===== config.mk =====
export PLATFORM = sky130hd
export DESIGN_NAME = flcs_fuse_lock_config_store
export DESIGN_NICKNAME = d
export VERILOG_FILES = /design/src/hdl/flcs_pkg.sv /design/src/hdl/flcs_fuse_lock_config_store.sv
export SDC_FILE = /design/constraint.sdc
export NUM_CORES = 1
export LEC_CHECK = 0
export BUFFER_PORTS_ARGS = -buffer_cell sky130_fd_sc_hd__buf_2
export CAP_MARGIN = 20
export CORE_ASPECT_RATIO = 1.4
export CORE_UTILIZATION = 48
export CTS_CLUSTER_DIAMETER = 50
export DETAILED_ROUTE_END_ITERATION = 8
export PLACE_DENSITY = 0.8
export SLEW_MARGIN = 20
export SYNTH_ARGS = -nofsm -noshare
export SYNTH_HDL_FRONTEND = slang
export SYNTH_SLANG_ARGS = --single-unit
export TNS_END_PERCENT = 20

===== constraint.sdc =====
create_clock -name clk -period 1.9 [get_ports clk]
set_input_delay 0.285 -clock clk [delete_from_list [all_inputs] [get_ports clk]]
set_output_delay 0.285 -clock clk [all_outputs]
set_load 0.01 [all_outputs]

===== src/hdl/flcs_pkg.sv =====
// constants shared by the fuse, lock and configuration store
package flcs_pkg;
  // fuse high byte field positions
  localparam int unsigned HI_DEBUG_EN_BIT = 7;
  localparam int unsigned HI_BOUNDARY_EN_BIT = 6;
  localparam int unsigned HI_SERIAL_PROG_BIT = 5;
  localparam int unsigned HI_OSC_OPTION_BIT = 4;
  localparam int unsigned HI_EE_PRESERVE_BIT = 3;
  localparam int unsigned HI_BOOT_SIZE_HI_BIT = 2;
  localparam int unsigned HI_BOOT_SIZE_LO_BIT = 1;
  localparam int unsigned HI_RESET_VEC_BIT = 0;
  // fuse low byte field positions
  localparam int unsigned LO_BROWNOUT_LVL_BIT = 7;
  localparam int unsigned LO_BROWNOUT_EN_BIT = 6;
  localparam int unsigned LO_STARTUP_HI_BIT = 5;
  localparam int unsigned LO_STARTUP_LO_BIT = 4;
  localparam int unsigned LO_CLK_SEL_MSB = 3;
  // lock byte field positions
  localparam int unsigned LOCK_BOOT_UPPER_BIT = 5;
  localparam int unsigned LOCK_BOOT_LOWER_BIT = 4;
  localparam int unsigned LOCK_GENERAL_FIRST_BIT = 0;
  // reset (erased) values: 0 = programmed, 1 = unprogrammed
  localparam logic [7:0] FUSE_HIGH_RESET = 8'h99;
  localparam logic [7:0] FUSE_LOW_RESET = 8'he1;
  localparam logic [7:0] UNMAPPED_READ = 8'hff;
  // signature row addresses
  localparam logic [1:0] SIG_ADDR_FIRST = 2'h0;
  localparam logic [1:0] SIG_ADDR_LAST = 2'h2;
  localparam logic [1:0] CAL_ADDR_1MHZ = 2'h0;
  // boot section start word addresses by boot size code
  localparam logic [12:0] BOOT_START_SZ11 = 13'h1f80;
  localparam logic [12:0] BOOT_START_SZ10 = 13'h1f00;
  localparam logic [12:0] BOOT_START_SZ01 = 13'h1e00;
  localparam logic [12:0] BOOT_START_SZ00 = 13'h1c00;
  // page geometry
  localparam int unsigned FLASH_PC_WIDTH = 13;
  localparam int unsigned FLASH_WORD_BITS = 6;
  localparam int unsigned FLASH_PAGE_BITS = 7;
  localparam int unsigned EE_ADDR_WIDTH = 9;
  localparam int unsigned EE_BYTE_BITS = 2;
  localparam int unsigned EE_PAGE_BITS = 7;
  // boot lock modes encoded as {upper, lower}
  typedef enum logic [1:0] {
    FLCS_BLOCK_M3 = 2'b00,
    FLCS_BLOCK_M4 = 2'b01,
    FLCS_BLOCK_M2 = 2'b10,
    FLCS_BLOCK_M1 = 2'b11
  } flcs_boot_lock_t;
endpackage


===== src/hdl/flcs_fuse_lock_config_store.sv =====
// fuse bytes, boot lock decode, signature row and page geometry
//
// Contract
// RULE_01 - mode 1: boot section fully accessible
// RULE_02 - mode 2: stores into boot section blocked
// RULE_03 - mode 3: block boot stores, app loads
// RULE_04 - mode 4: block app loads from boot
// RULE_05 - modes 3,4: mask interrupts inside boot
// RULE_06 - programmed bits read zero, unprogrammed one
// RULE_07 - high fuse bits 7:5 debug, scan, serial
// RULE_08 - high bit 4 osc, bit 3 preserve
// RULE_09 - high bits 2:1 boot size, 0 vector
// RULE_10 - serial enable fuse frozen in serial mode
// RULE_11 - low bits 7:4 brownout and start-up
// RULE_12 - low bits 3:0 clock source, default 0001
// RULE_13 - chip erase leaves fuses unchanged
// RULE_14 - general lock programmed refuses fuse writes
// RULE_15 - programmer writes fuses before lock bits
// RULE_16 - fuses latched at programming entry, apply after
// RULE_17 - eeprom preserve fuse applies immediately
// RULE_18 - fuses latched at power-up in normal mode
// RULE_19 - three identity bytes, always readable
// RULE_20 - four calibration bytes in high byte
// RULE_21 - reset loads 1 MHz calibration byte
// RULE_22 - flash 128 pages of 64 words
// RULE_23 - eeprom 128 pages of 4 bytes
// RULE_24 - combinational boot store/load permission decode; code registers store_permit_q and load_permit_q
`timescale 1ns/1ps
module flcs_fuse_lock_config_store #(
  parameter logic [7:0] ID_BYTE0 = 8'h5a, // arbitrary identity value
  parameter logic [7:0] ID_BYTE1 = 8'h3c, // arbitrary identity value
  parameter logic [7:0] ID_BYTE2 = 8'h71, // arbitrary identity value
  parameter logic [7:0] CAL_1MHZ = 8'h80,
  parameter logic [7:0] CAL_2MHZ = 8'h81,
  parameter logic [7:0] CAL_4MHZ = 8'h82,
  parameter logic [7:0] CAL_8MHZ = 8'h83
) (
  input wire logic clk,
  input wire logic rst,
  // programmer side (pins, resynchronised here)
  input wire logic prog_mode_pin,
  input wire logic serial_mode_pin,
  // programmer command strobes (same clock)
  input wire logic fuse_wr_en,
  input wire logic fuse_wr_high,
  input wire logic [7:0] fuse_wr_data,
  input wire logic fuse_rd_en,
  input wire logic fuse_rd_high,
  output logic [7:0] fuse_rd_data_q,
  input wire logic sig_rd_en,
  input wire logic sig_rd_high,
  input wire logic [1:0] sig_rd_addr,
  output logic [7:0] sig_rd_data_q,
  // lock byte from the lock store
  input wire logic [7:0] lock_bits,
  // cpu side
  input wire logic [12:0] exec_pc,
  input wire logic [12:0] target_addr,
  input wire logic vectors_in_boot,
  input wire logic osc_trim_wr,
  input wire logic [7:0] osc_trim_wdata,
  output logic [7:0] osc_trim_register_q,
  output logic store_permit_q,
  output logic load_permit_q,
  output logic irq_block_q,
  // active fuse values seen by the rest of the chip
  output logic [7:0] fuse_high_active_q,
  output logic [7:0] fuse_low_active_q,
  output logic eeprom_preserve_q,
  // page geometry
  input wire logic [8:0] eeprom_addr,
  output logic [6:0] page_number_q,
  output logic [5:0] page_word_index_q,
  output logic [6:0] ee_page_number_q,
  output logic [1:0] ee_byte_index_q
);

  ////////////////////////////////////////////////////////////////////////
  // helper functions

  // boot section start word from the boot size bits
  function automatic logic [12:0] boot_start(input logic [1:0] sz);
    logic [12:0] r;
    r = flcs_pkg::BOOT_START_SZ00;
    case (sz)
      2'b11: r = flcs_pkg::BOOT_START_SZ11;
      2'b10: r = flcs_pkg::BOOT_START_SZ10;
      2'b01: r = flcs_pkg::BOOT_START_SZ01;
      default: r = flcs_pkg::BOOT_START_SZ00;
    endcase
    return r;
  endfunction

  // true when a word address lies in the boot section
  function automatic logic in_boot(input logic [12:0] a,
                                   input logic [1:0] sz);
    return a >= boot_start(sz);
  endfunction

  ////////////////////////////////////////////////////////////////////////
  // pin synchronisers

  logic [2:0] prog_sync_q, prog_sync_d; // three-stage prog mode
  logic [2:0] ser_sync_q, ser_sync_d; // three-stage serial mode
  logic prog_mode_q, prog_mode_d; // filtered prog mode
  logic serial_mode_q, serial_mode_d; // filtered serial mode

  // shift pins in, accept once stages two and three agree
  always_comb begin
    prog_sync_d = {prog_sync_q[1:0], prog_mode_pin};
    ser_sync_d = {ser_sync_q[1:0], serial_mode_pin};
    prog_mode_d = prog_mode_q;
    serial_mode_d = serial_mode_q;
    if (prog_sync_q[1] == prog_sync_q[2]) begin
      prog_mode_d = prog_sync_q[2];
    end
    if (ser_sync_q[1] == ser_sync_q[2]) begin
      serial_mode_d = ser_sync_q[2];
    end
  end

  // register synchroniser stages
  always_ff @(posedge clk) begin
    if (rst) begin
      prog_sync_q <= 3'h0;
      ser_sync_q <= 3'h0;
      prog_mode_q <= 1'b0;
      serial_mode_q <= 1'b0;
    end else begin
      prog_sync_q <= prog_sync_d;
      ser_sync_q <= ser_sync_d;
      prog_mode_q <= prog_mode_d;
      serial_mode_q <= serial_mode_d;
    end
  end

  ////////////////////////////////////////////////////////////////////////
  // fuse storage and latching

  logic [7:0] fuse_high_nv_q, fuse_high_nv_d; // stored high byte
  logic [7:0] fuse_low_nv_q, fuse_low_nv_d; // stored low byte
  logic [7:0] fuse_high_act_d, fuse_low_act_d; // active copies
  logic pwr_up_q, pwr_up_d; // first cycle after reset
  logic prog_prev_q, prog_prev_d; // prog mode last cycle
  logic ee_keep_d; // effective preserve flag
  logic fuse_wr_ok; // write allowed by lock state
  logic [7:0] fuse_rd_d; // read data next value

  // write, latch and read the fuse bytes
  always_comb begin
    fuse_high_nv_d = fuse_high_nv_q;
    fuse_low_nv_d = fuse_low_nv_q;
    fuse_high_act_d = fuse_high_active_q;
    fuse_low_act_d = fuse_low_active_q;
    fuse_rd_d = fuse_rd_data_q;
    pwr_up_d = 1'b0;
    prog_prev_d = prog_mode_q;
    // RULE_14 general lock check
    fuse_wr_ok = fuse_wr_en & prog_mode_q &
                 lock_bits[flcs_pkg::LOCK_GENERAL_FIRST_BIT];
    // RULE_13 no erase path here
    if (fuse_wr_ok) begin
      if (fuse_wr_high) begin
        fuse_high_nv_d = fuse_wr_data;
        // RULE_10 serial enable frozen
        if (serial_mode_q) begin
          fuse_high_nv_d[flcs_pkg::HI_SERIAL_PROG_BIT] =
            fuse_high_nv_q[flcs_pkg::HI_SERIAL_PROG_BIT];
        end
      end else begin
        fuse_low_nv_d = fuse_wr_data;
      end
    end
    // RULE_18 latch at power-up
    if (pwr_up_q && !prog_mode_q) begin
      fuse_high_act_d = fuse_high_nv_q;
      fuse_low_act_d = fuse_low_nv_q;
    // RULE_16 latch on entry and exit
    end else if (prog_mode_q != prog_prev_q) begin
      fuse_high_act_d = fuse_high_nv_q;
      fuse_low_act_d = fuse_low_nv_q;
    end
    // RULE_17 preserve takes effect at once
    ee_keep_d = ~fuse_high_nv_q[flcs_pkg::HI_EE_PRESERVE_BIT] |
                ~fuse_high_active_q[flcs_pkg::HI_EE_PRESERVE_BIT];
    // RULE_06 raw bits, zero means programmed
    if (fuse_rd_en) begin
      fuse_rd_d = fuse_rd_high ? fuse_high_nv_q : fuse_low_nv_q;
    end
  end

  // register fuse state; reset stands for power-up
  always_ff @(posedge clk) begin
    if (rst) begin
      // RULE_07 high fuse defaults
      // RULE_08 osc option and preserve defaults
      // RULE_09 largest boot, vector default
      fuse_high_nv_q <= flcs_pkg::FUSE_HIGH_RESET;
      // RULE_11 brownout and start-up defaults
      // RULE_12 internal rc 1 MHz default
      fuse_low_nv_q <= flcs_pkg::FUSE_LOW_RESET;
      fuse_high_active_q <= flcs_pkg::FUSE_HIGH_RESET;
      fuse_low_active_q <= flcs_pkg::FUSE_LOW_RESET;
      fuse_rd_data_q <= flcs_pkg::UNMAPPED_READ;
      eeprom_preserve_q <= 1'b0;
      pwr_up_q <= 1'b1;
      prog_prev_q <= 1'b0;
    end else begin
      fuse_high_nv_q <= fuse_high_nv_d;
      fuse_low_nv_q <= fuse_low_nv_d;
      fuse_high_active_q <= fuse_high_act_d;
      fuse_low_active_q <= fuse_low_act_d;
      fuse_rd_data_q <= fuse_rd_d;
      eeprom_preserve_q <= ee_keep_d;
      pwr_up_q <= pwr_up_d;
      prog_prev_q <= prog_prev_d;
    end
  end

  ////////////////////////////////////////////////////////////////////////
  // boot lock decode

  flcs_pkg::flcs_boot_lock_t lock_mode; // current boot lock mode
  logic [1:0] boot_sz; // active boot size bits
  logic exec_boot, target_boot; // section flags
  logic store_d, load_d, irq_d; // permission next values

  // decode permissions from lock mode and sections
  always_comb begin
    lock_mode = flcs_pkg::flcs_boot_lock_t'(
      {lock_bits[flcs_pkg::LOCK_BOOT_UPPER_BIT],
       lock_bits[flcs_pkg::LOCK_BOOT_LOWER_BIT]});
    boot_sz = {fuse_high_active_q[flcs_pkg::HI_BOOT_SIZE_HI_BIT],
               fuse_high_active_q[flcs_pkg::HI_BOOT_SIZE_LO_BIT]};
    exec_boot = in_boot(exec_pc, boot_sz);
    target_boot = in_boot(target_addr, boot_sz);
    store_d = 1'b1;
    load_d = 1'b1;
    irq_d = 1'b0;
    // RULE_24 per-mode permission decode
    case (lock_mode)
      // RULE_01 unrestricted
      flcs_pkg::FLCS_BLOCK_M1: begin
        store_d = 1'b1;
        load_d = 1'b1;
      end
      // RULE_02 stores into boot blocked
      flcs_pkg::FLCS_BLOCK_M2: begin
        store_d = ~target_boot;
      end
      // RULE_03 stores and app loads blocked
      flcs_pkg::FLCS_BLOCK_M3: begin
        store_d = ~target_boot;
        load_d = ~(target_boot & ~exec_boot);
        // RULE_05 mask interrupts in boot
        irq_d = exec_boot & ~vectors_in_boot;
      end
      // RULE_04 app loads from boot blocked
      flcs_pkg::FLCS_BLOCK_M4: begin
        load_d = ~(target_boot & ~exec_boot);
        // RULE_05 mask interrupts in boot
        irq_d = exec_boot & ~vectors_in_boot;
      end
      default: begin
        store_d = 1'b0;
        load_d = 1'b0;
      end
    endcase
  end

  // register permission outputs
  always_ff @(posedge clk) begin
    if (rst) begin
      store_permit_q <= 1'b0;
      load_permit_q <= 1'b0;
      irq_block_q <= 1'b0;
    end else begin
      store_permit_q <= store_d;
      load_permit_q <= load_d;
      irq_block_q <= irq_d;
    end
  end

  ////////////////////////////////////////////////////////////////////////
  // signature row and oscillator trim

  logic [7:0] sig_d; // read data next value
  logic [7:0] cal_byte; // selected calibration byte
  logic [7:0] trim_d; // trim register next value

  // look up identity and calibration bytes
  always_comb begin
    sig_d = sig_rd_data_q;
    // RULE_20 calibration in the high byte
    case (sig_rd_addr)
      2'h0: cal_byte = CAL_1MHZ;
      2'h1: cal_byte = CAL_2MHZ;
      2'h2: cal_byte = CAL_4MHZ;
      default: cal_byte = CAL_8MHZ;
    endcase
    // RULE_19 identity readable regardless of locks
    if (sig_rd_en) begin
      if (sig_rd_high) begin
        sig_d = cal_byte;
      end else if (sig_rd_addr == flcs_pkg::SIG_ADDR_FIRST) begin
        sig_d = ID_BYTE0;
      end else if (sig_rd_addr < flcs_pkg::SIG_ADDR_LAST) begin
        sig_d = ID_BYTE1;
      end else if (sig_rd_addr == flcs_pkg::SIG_ADDR_LAST) begin
        sig_d = ID_BYTE2;
      end else begin
        sig_d = flcs_pkg::UNMAPPED_READ;
      end
    end
    trim_d = osc_trim_register_q;
    if (osc_trim_wr) begin
      trim_d = osc_trim_wdata;
    end
  end

  // register signature read and trim value
  always_ff @(posedge clk) begin
    if (rst) begin
      sig_rd_data_q <= flcs_pkg::UNMAPPED_READ;
      // RULE_21 load 1 MHz calibration
      osc_trim_register_q <= CAL_1MHZ;
    end else begin
      sig_rd_data_q <= sig_d;
      osc_trim_register_q <= trim_d;
    end
  end

  ////////////////////////////////////////////////////////////////////////
  // page geometry

  // split flash and eeprom addresses into page and offset
  always_ff @(posedge clk) begin
    if (rst) begin
      page_number_q <= 7'h00;
      page_word_index_q <= 6'h00;
      ee_page_number_q <= 7'h00;
      ee_byte_index_q <= 2'h0;
    end else begin
      // RULE_22 flash page and word split
      page_number_q <= target_addr[12:6];
      page_word_index_q <= target_addr[5:0];
      // RULE_23 eeprom page and byte split
      ee_page_number_q <= eeprom_addr[8:2];
      ee_byte_index_q <= eeprom_addr[1:0];
    end
  end

endmodule


==> flow_summary.json <==
{
  "status": "finished, final reports clean",
  "portBuffers": 133,
  "yosysTopAreaCell": "dfxtp_1",
  "finalNonFillerCells": 575,
  "post_cts_buffers": 0,
  "netlist_area_mm2": 0.003402,
  "hp-class": "in2reg",
  "cts_buffers": 9,
  "max_freq_ghz": 0.6125,
  "routed-wl-met2_um": 3680,
  "dpl.cell_count": 559,
  "peakVddDrop_v": 0.0004867,
  "core_area_mm2": 0.006700,
  "antenna_cells": 0,
  "synth_seq_area_share": 0.5414,
  "ys_seq_elements": 92,
  "synth.distinct_cells": 39,
  "ant_nets": 0,
  "hpwl_um": 5348,
  "nets": 561,
  "cts_tree": "done",
  "final_util": 0.6471,
  "endpoint_kind": "flip-flop",
  "die_h_um": 101.6,
  "wl_met3_um": 510,
  "ys_async_sr_fraction": 0,
  "setup_tns_ns": 0,
  "vias_per_cell": 4.854,
  "gr-total-overflow": 0,
  "power.share.combinational": 0.099,
  "hold_viol": 0,
  "clkPwrFrac": 0.352,
  "crit_family": "simple AND/OR/NAND/NOR gates",
  "arrival_ns": 1.91,
  "yosysTopAreaCellShare": 0.5414,
  "met1Wirelength_um": 2978,
  "path_clk_slew_ns": 0.09,
  "cts_resized": 0,
  "cap_viol_max_count": 0,
  "leakage_nw": 1.993,
  "p_sw_mw": 0.8737,
  "initial_core_util": 0.5077,
  "skew_ns": 0.01025,
  "gp_congestion": 0.7909,
  "vias": 2791,
  "synth-edff-count": 0,
  "cts.hold.buffers_added": 0,
  "p_seq_frac": 0.549,
  "clkLatencyLatePin_ns": 0.35,
  "postSynthCellCount": 351,
  "drc": 0,
  "first_pass_iters": 4,
  "design_area_mm2": 0.004335,
  "worst_slew_pin_slew_ns": 0.5448,
  "synth-main-ff-cell": "dfxtp_1",
  "grt_pass1_wl_um": 11500,
  "top_layer": "met4",
  "worst-path-max-fanout": 5,
  "yosys-top-cells-area": "dfxtp_1 (54%), nor2b_1 (6.4%), mux2i_1 (5.9%), nand2_1 (5.7%), a21oi_1 (4.1%)",
  "finalCritPeriodShare": 0.8593,
  "wirelength_um": 7302,
  "core.rowCount": 35,
  "relSlewSlack": 0.6355,
  "io_pins": 139,
  "cp_slowest_cell": "dfxtp_1",
  "grt_usage": 0.2024,
  "final_max_slew_viol_count": 0,
  "finalCriticalPeriod_ns": 1.633,
  "dieArea_mm2": 0.007433,
  "required_ns": 2.17,
  "rsz0062_at_grt": "no",
  "powerDensity_mw_per_mm2": 852.3,
  "antenna_found_initial": 0,
  "critical_path.cell_chain": "nor2_1 -> ha_1 -> nand4b_2 -> nor4_4 -> o2111ai_2 -> a31oi_1",
  "p_int_mw": 2.822,
  "clk_path_buf_depth": 2,
  "path_buf_inv": 0,
  "critPathLaunchType": "flip-flop",
  "dp_slack_ns": 0.2866,
  "wire_per_inst_um": 12.70,
  "slowest_delay_ns": 0.40,
  "clockRootBuffer": "clkbuf_8",
  "setup_viol": 0,
  "grt_pass1_vias": 2612,
  "cts_sinks": 92,
  "path_class": "reg2reg",
  "swShare": 0.2364,
  "area_growth_pct": 27.44,
  "syn_nets": 434,
  "die_w_um": 73.15,
  "drive_gt1_frac": 0.3313,
  "placed_area_mm2": 0.004135,
  "drt_iter0_markers": 149,
  "yosysWarnings": 0,
  "setup_ws_ns": 0.2674,
  "grt_max_degree": 93,
  "syn_area_per_cell_um2": 9.692,
  "cts-htree-levels": 3
}
## per-stage QoR
stage | total power, mW | hold slack (ns)
6_report | 3.695 | 0.09209
5_1_grt | 3.860 | 0.07835
4_1_cts | 3.736 | 0.07960
3_5_place_dp | 2.442 | 0.4393
3_3_place_gp | 2.432 | 0.4236
2_1_floorplan | 2.267 | 0.3127
## cells in the mapped netlist, drive strengths merged, types with 2 or more instances
cell and number:
a211o 6, a21oi 29, and4b 2, buf 5, clkbuf 15, dfxtp 92
ha 10, inv 7, mux2i 20, nand2 52, nand2b 4, nand3b 14
nand4b 2, nor2 25, nor2b 35, nor4 3, o21ai 9, or2 8
## cells by family after synthesis
group	count (synthesis)	share of synthesized area
muxes	20	0.05884
AOI/OAI and AO/OA	51	0.08974
and+or+nand+nor	151	0.2413
buffers and inverters	27	0.03200
DFF	92	0.5414
adders and majority gates	10	0.03678
## worst paths after layout
path / start / endpoint / slack (ns) / cells past startpoint
worst max-delay path: fuse_high_active_q[2] / load_permit_q / 0.27 / 6
worst min-delay path: vectors_in_boot / irq_block_q / 0.09 / 2
worst max register to register: fuse_high_active_q[2] / load_permit_q / 0.27 / 6
worst min register to register: fuse_low_active_q[1] / fuse_low_active_q[1] / 0.45 / 2
## power groups by stage
stage | registers [mW] | clock network, mW | logic (mW)
global placement | 2.07 | 0 | 0.361
finish | 2.03 | 1.30 | 0.367
detailed placement | 2.07 | 0 | 0.369
CTS | 2.03 | 1.34 | 0.371
global route | 2.04 | 1.42 | 0.408
floorplan | 2.11 | 0 | 0.161
## area by class of cell
class	instances	area [um2]
inverter	7	26.28
multi-input combinational	232	1451
clock inverter	5	58.81
fill	580	2365
sequential	92	1842
timing repair buffer	136	700.7
tap	92	115.1
clock buffer	11	141.4
## state kept, by name, summed over array words and instances (netlist names), 2 cells and up
name                 flops
fuse_rd_data_q           8
sig_rd_data_q            8
fuse_high_nv_q           8
fuse_high_active_q       8
page_word_index_q        6
ee_page_number_q         7
ser_sync_q               3
ee_byte_index_q          2
prog_sync_q              3
fuse_low_nv_q            8
page_number_q            7
osc_trim_register_q      8
fuse_low_active_q        8
## placed cells by master (no fill, tap or decap), types with 4 or more instances in the layout
master      n
buf_2     133
or2_1       8
inv_1       5
nor2_1     25
o21ai_0     4
ha_1       10
nand2_1    52
a211o_1     6
nand3b_1   14
mux2i_1    20
nor2b_1    35
a21oi_1    28
clkbuf_8   10
nand2b_1    4
o21ai_1     5
dfxtp_1    92
## routing by layer
| layer | vias up | global-route usage |
|---|---|---|
| li1 | 1422 | - |
| met1 | 1260 | 0.2130 |
| met3 | 11 | 0.05871 |
| met4 | 0 | 0.1011 |
| met5 | - | 0 |
| met2 | 98 | 0.3618 |
## worst reg2reg max path, delay by kind of cell (launching register included)
family                     cells  cell delay (ns)
AOI/OAI and AO/OA              2             0.35
and+or+nand+nor                3             0.47
DFF                            1             0.40
adders and majority gates      1             0.34
(Power assumes the default switching activity.)
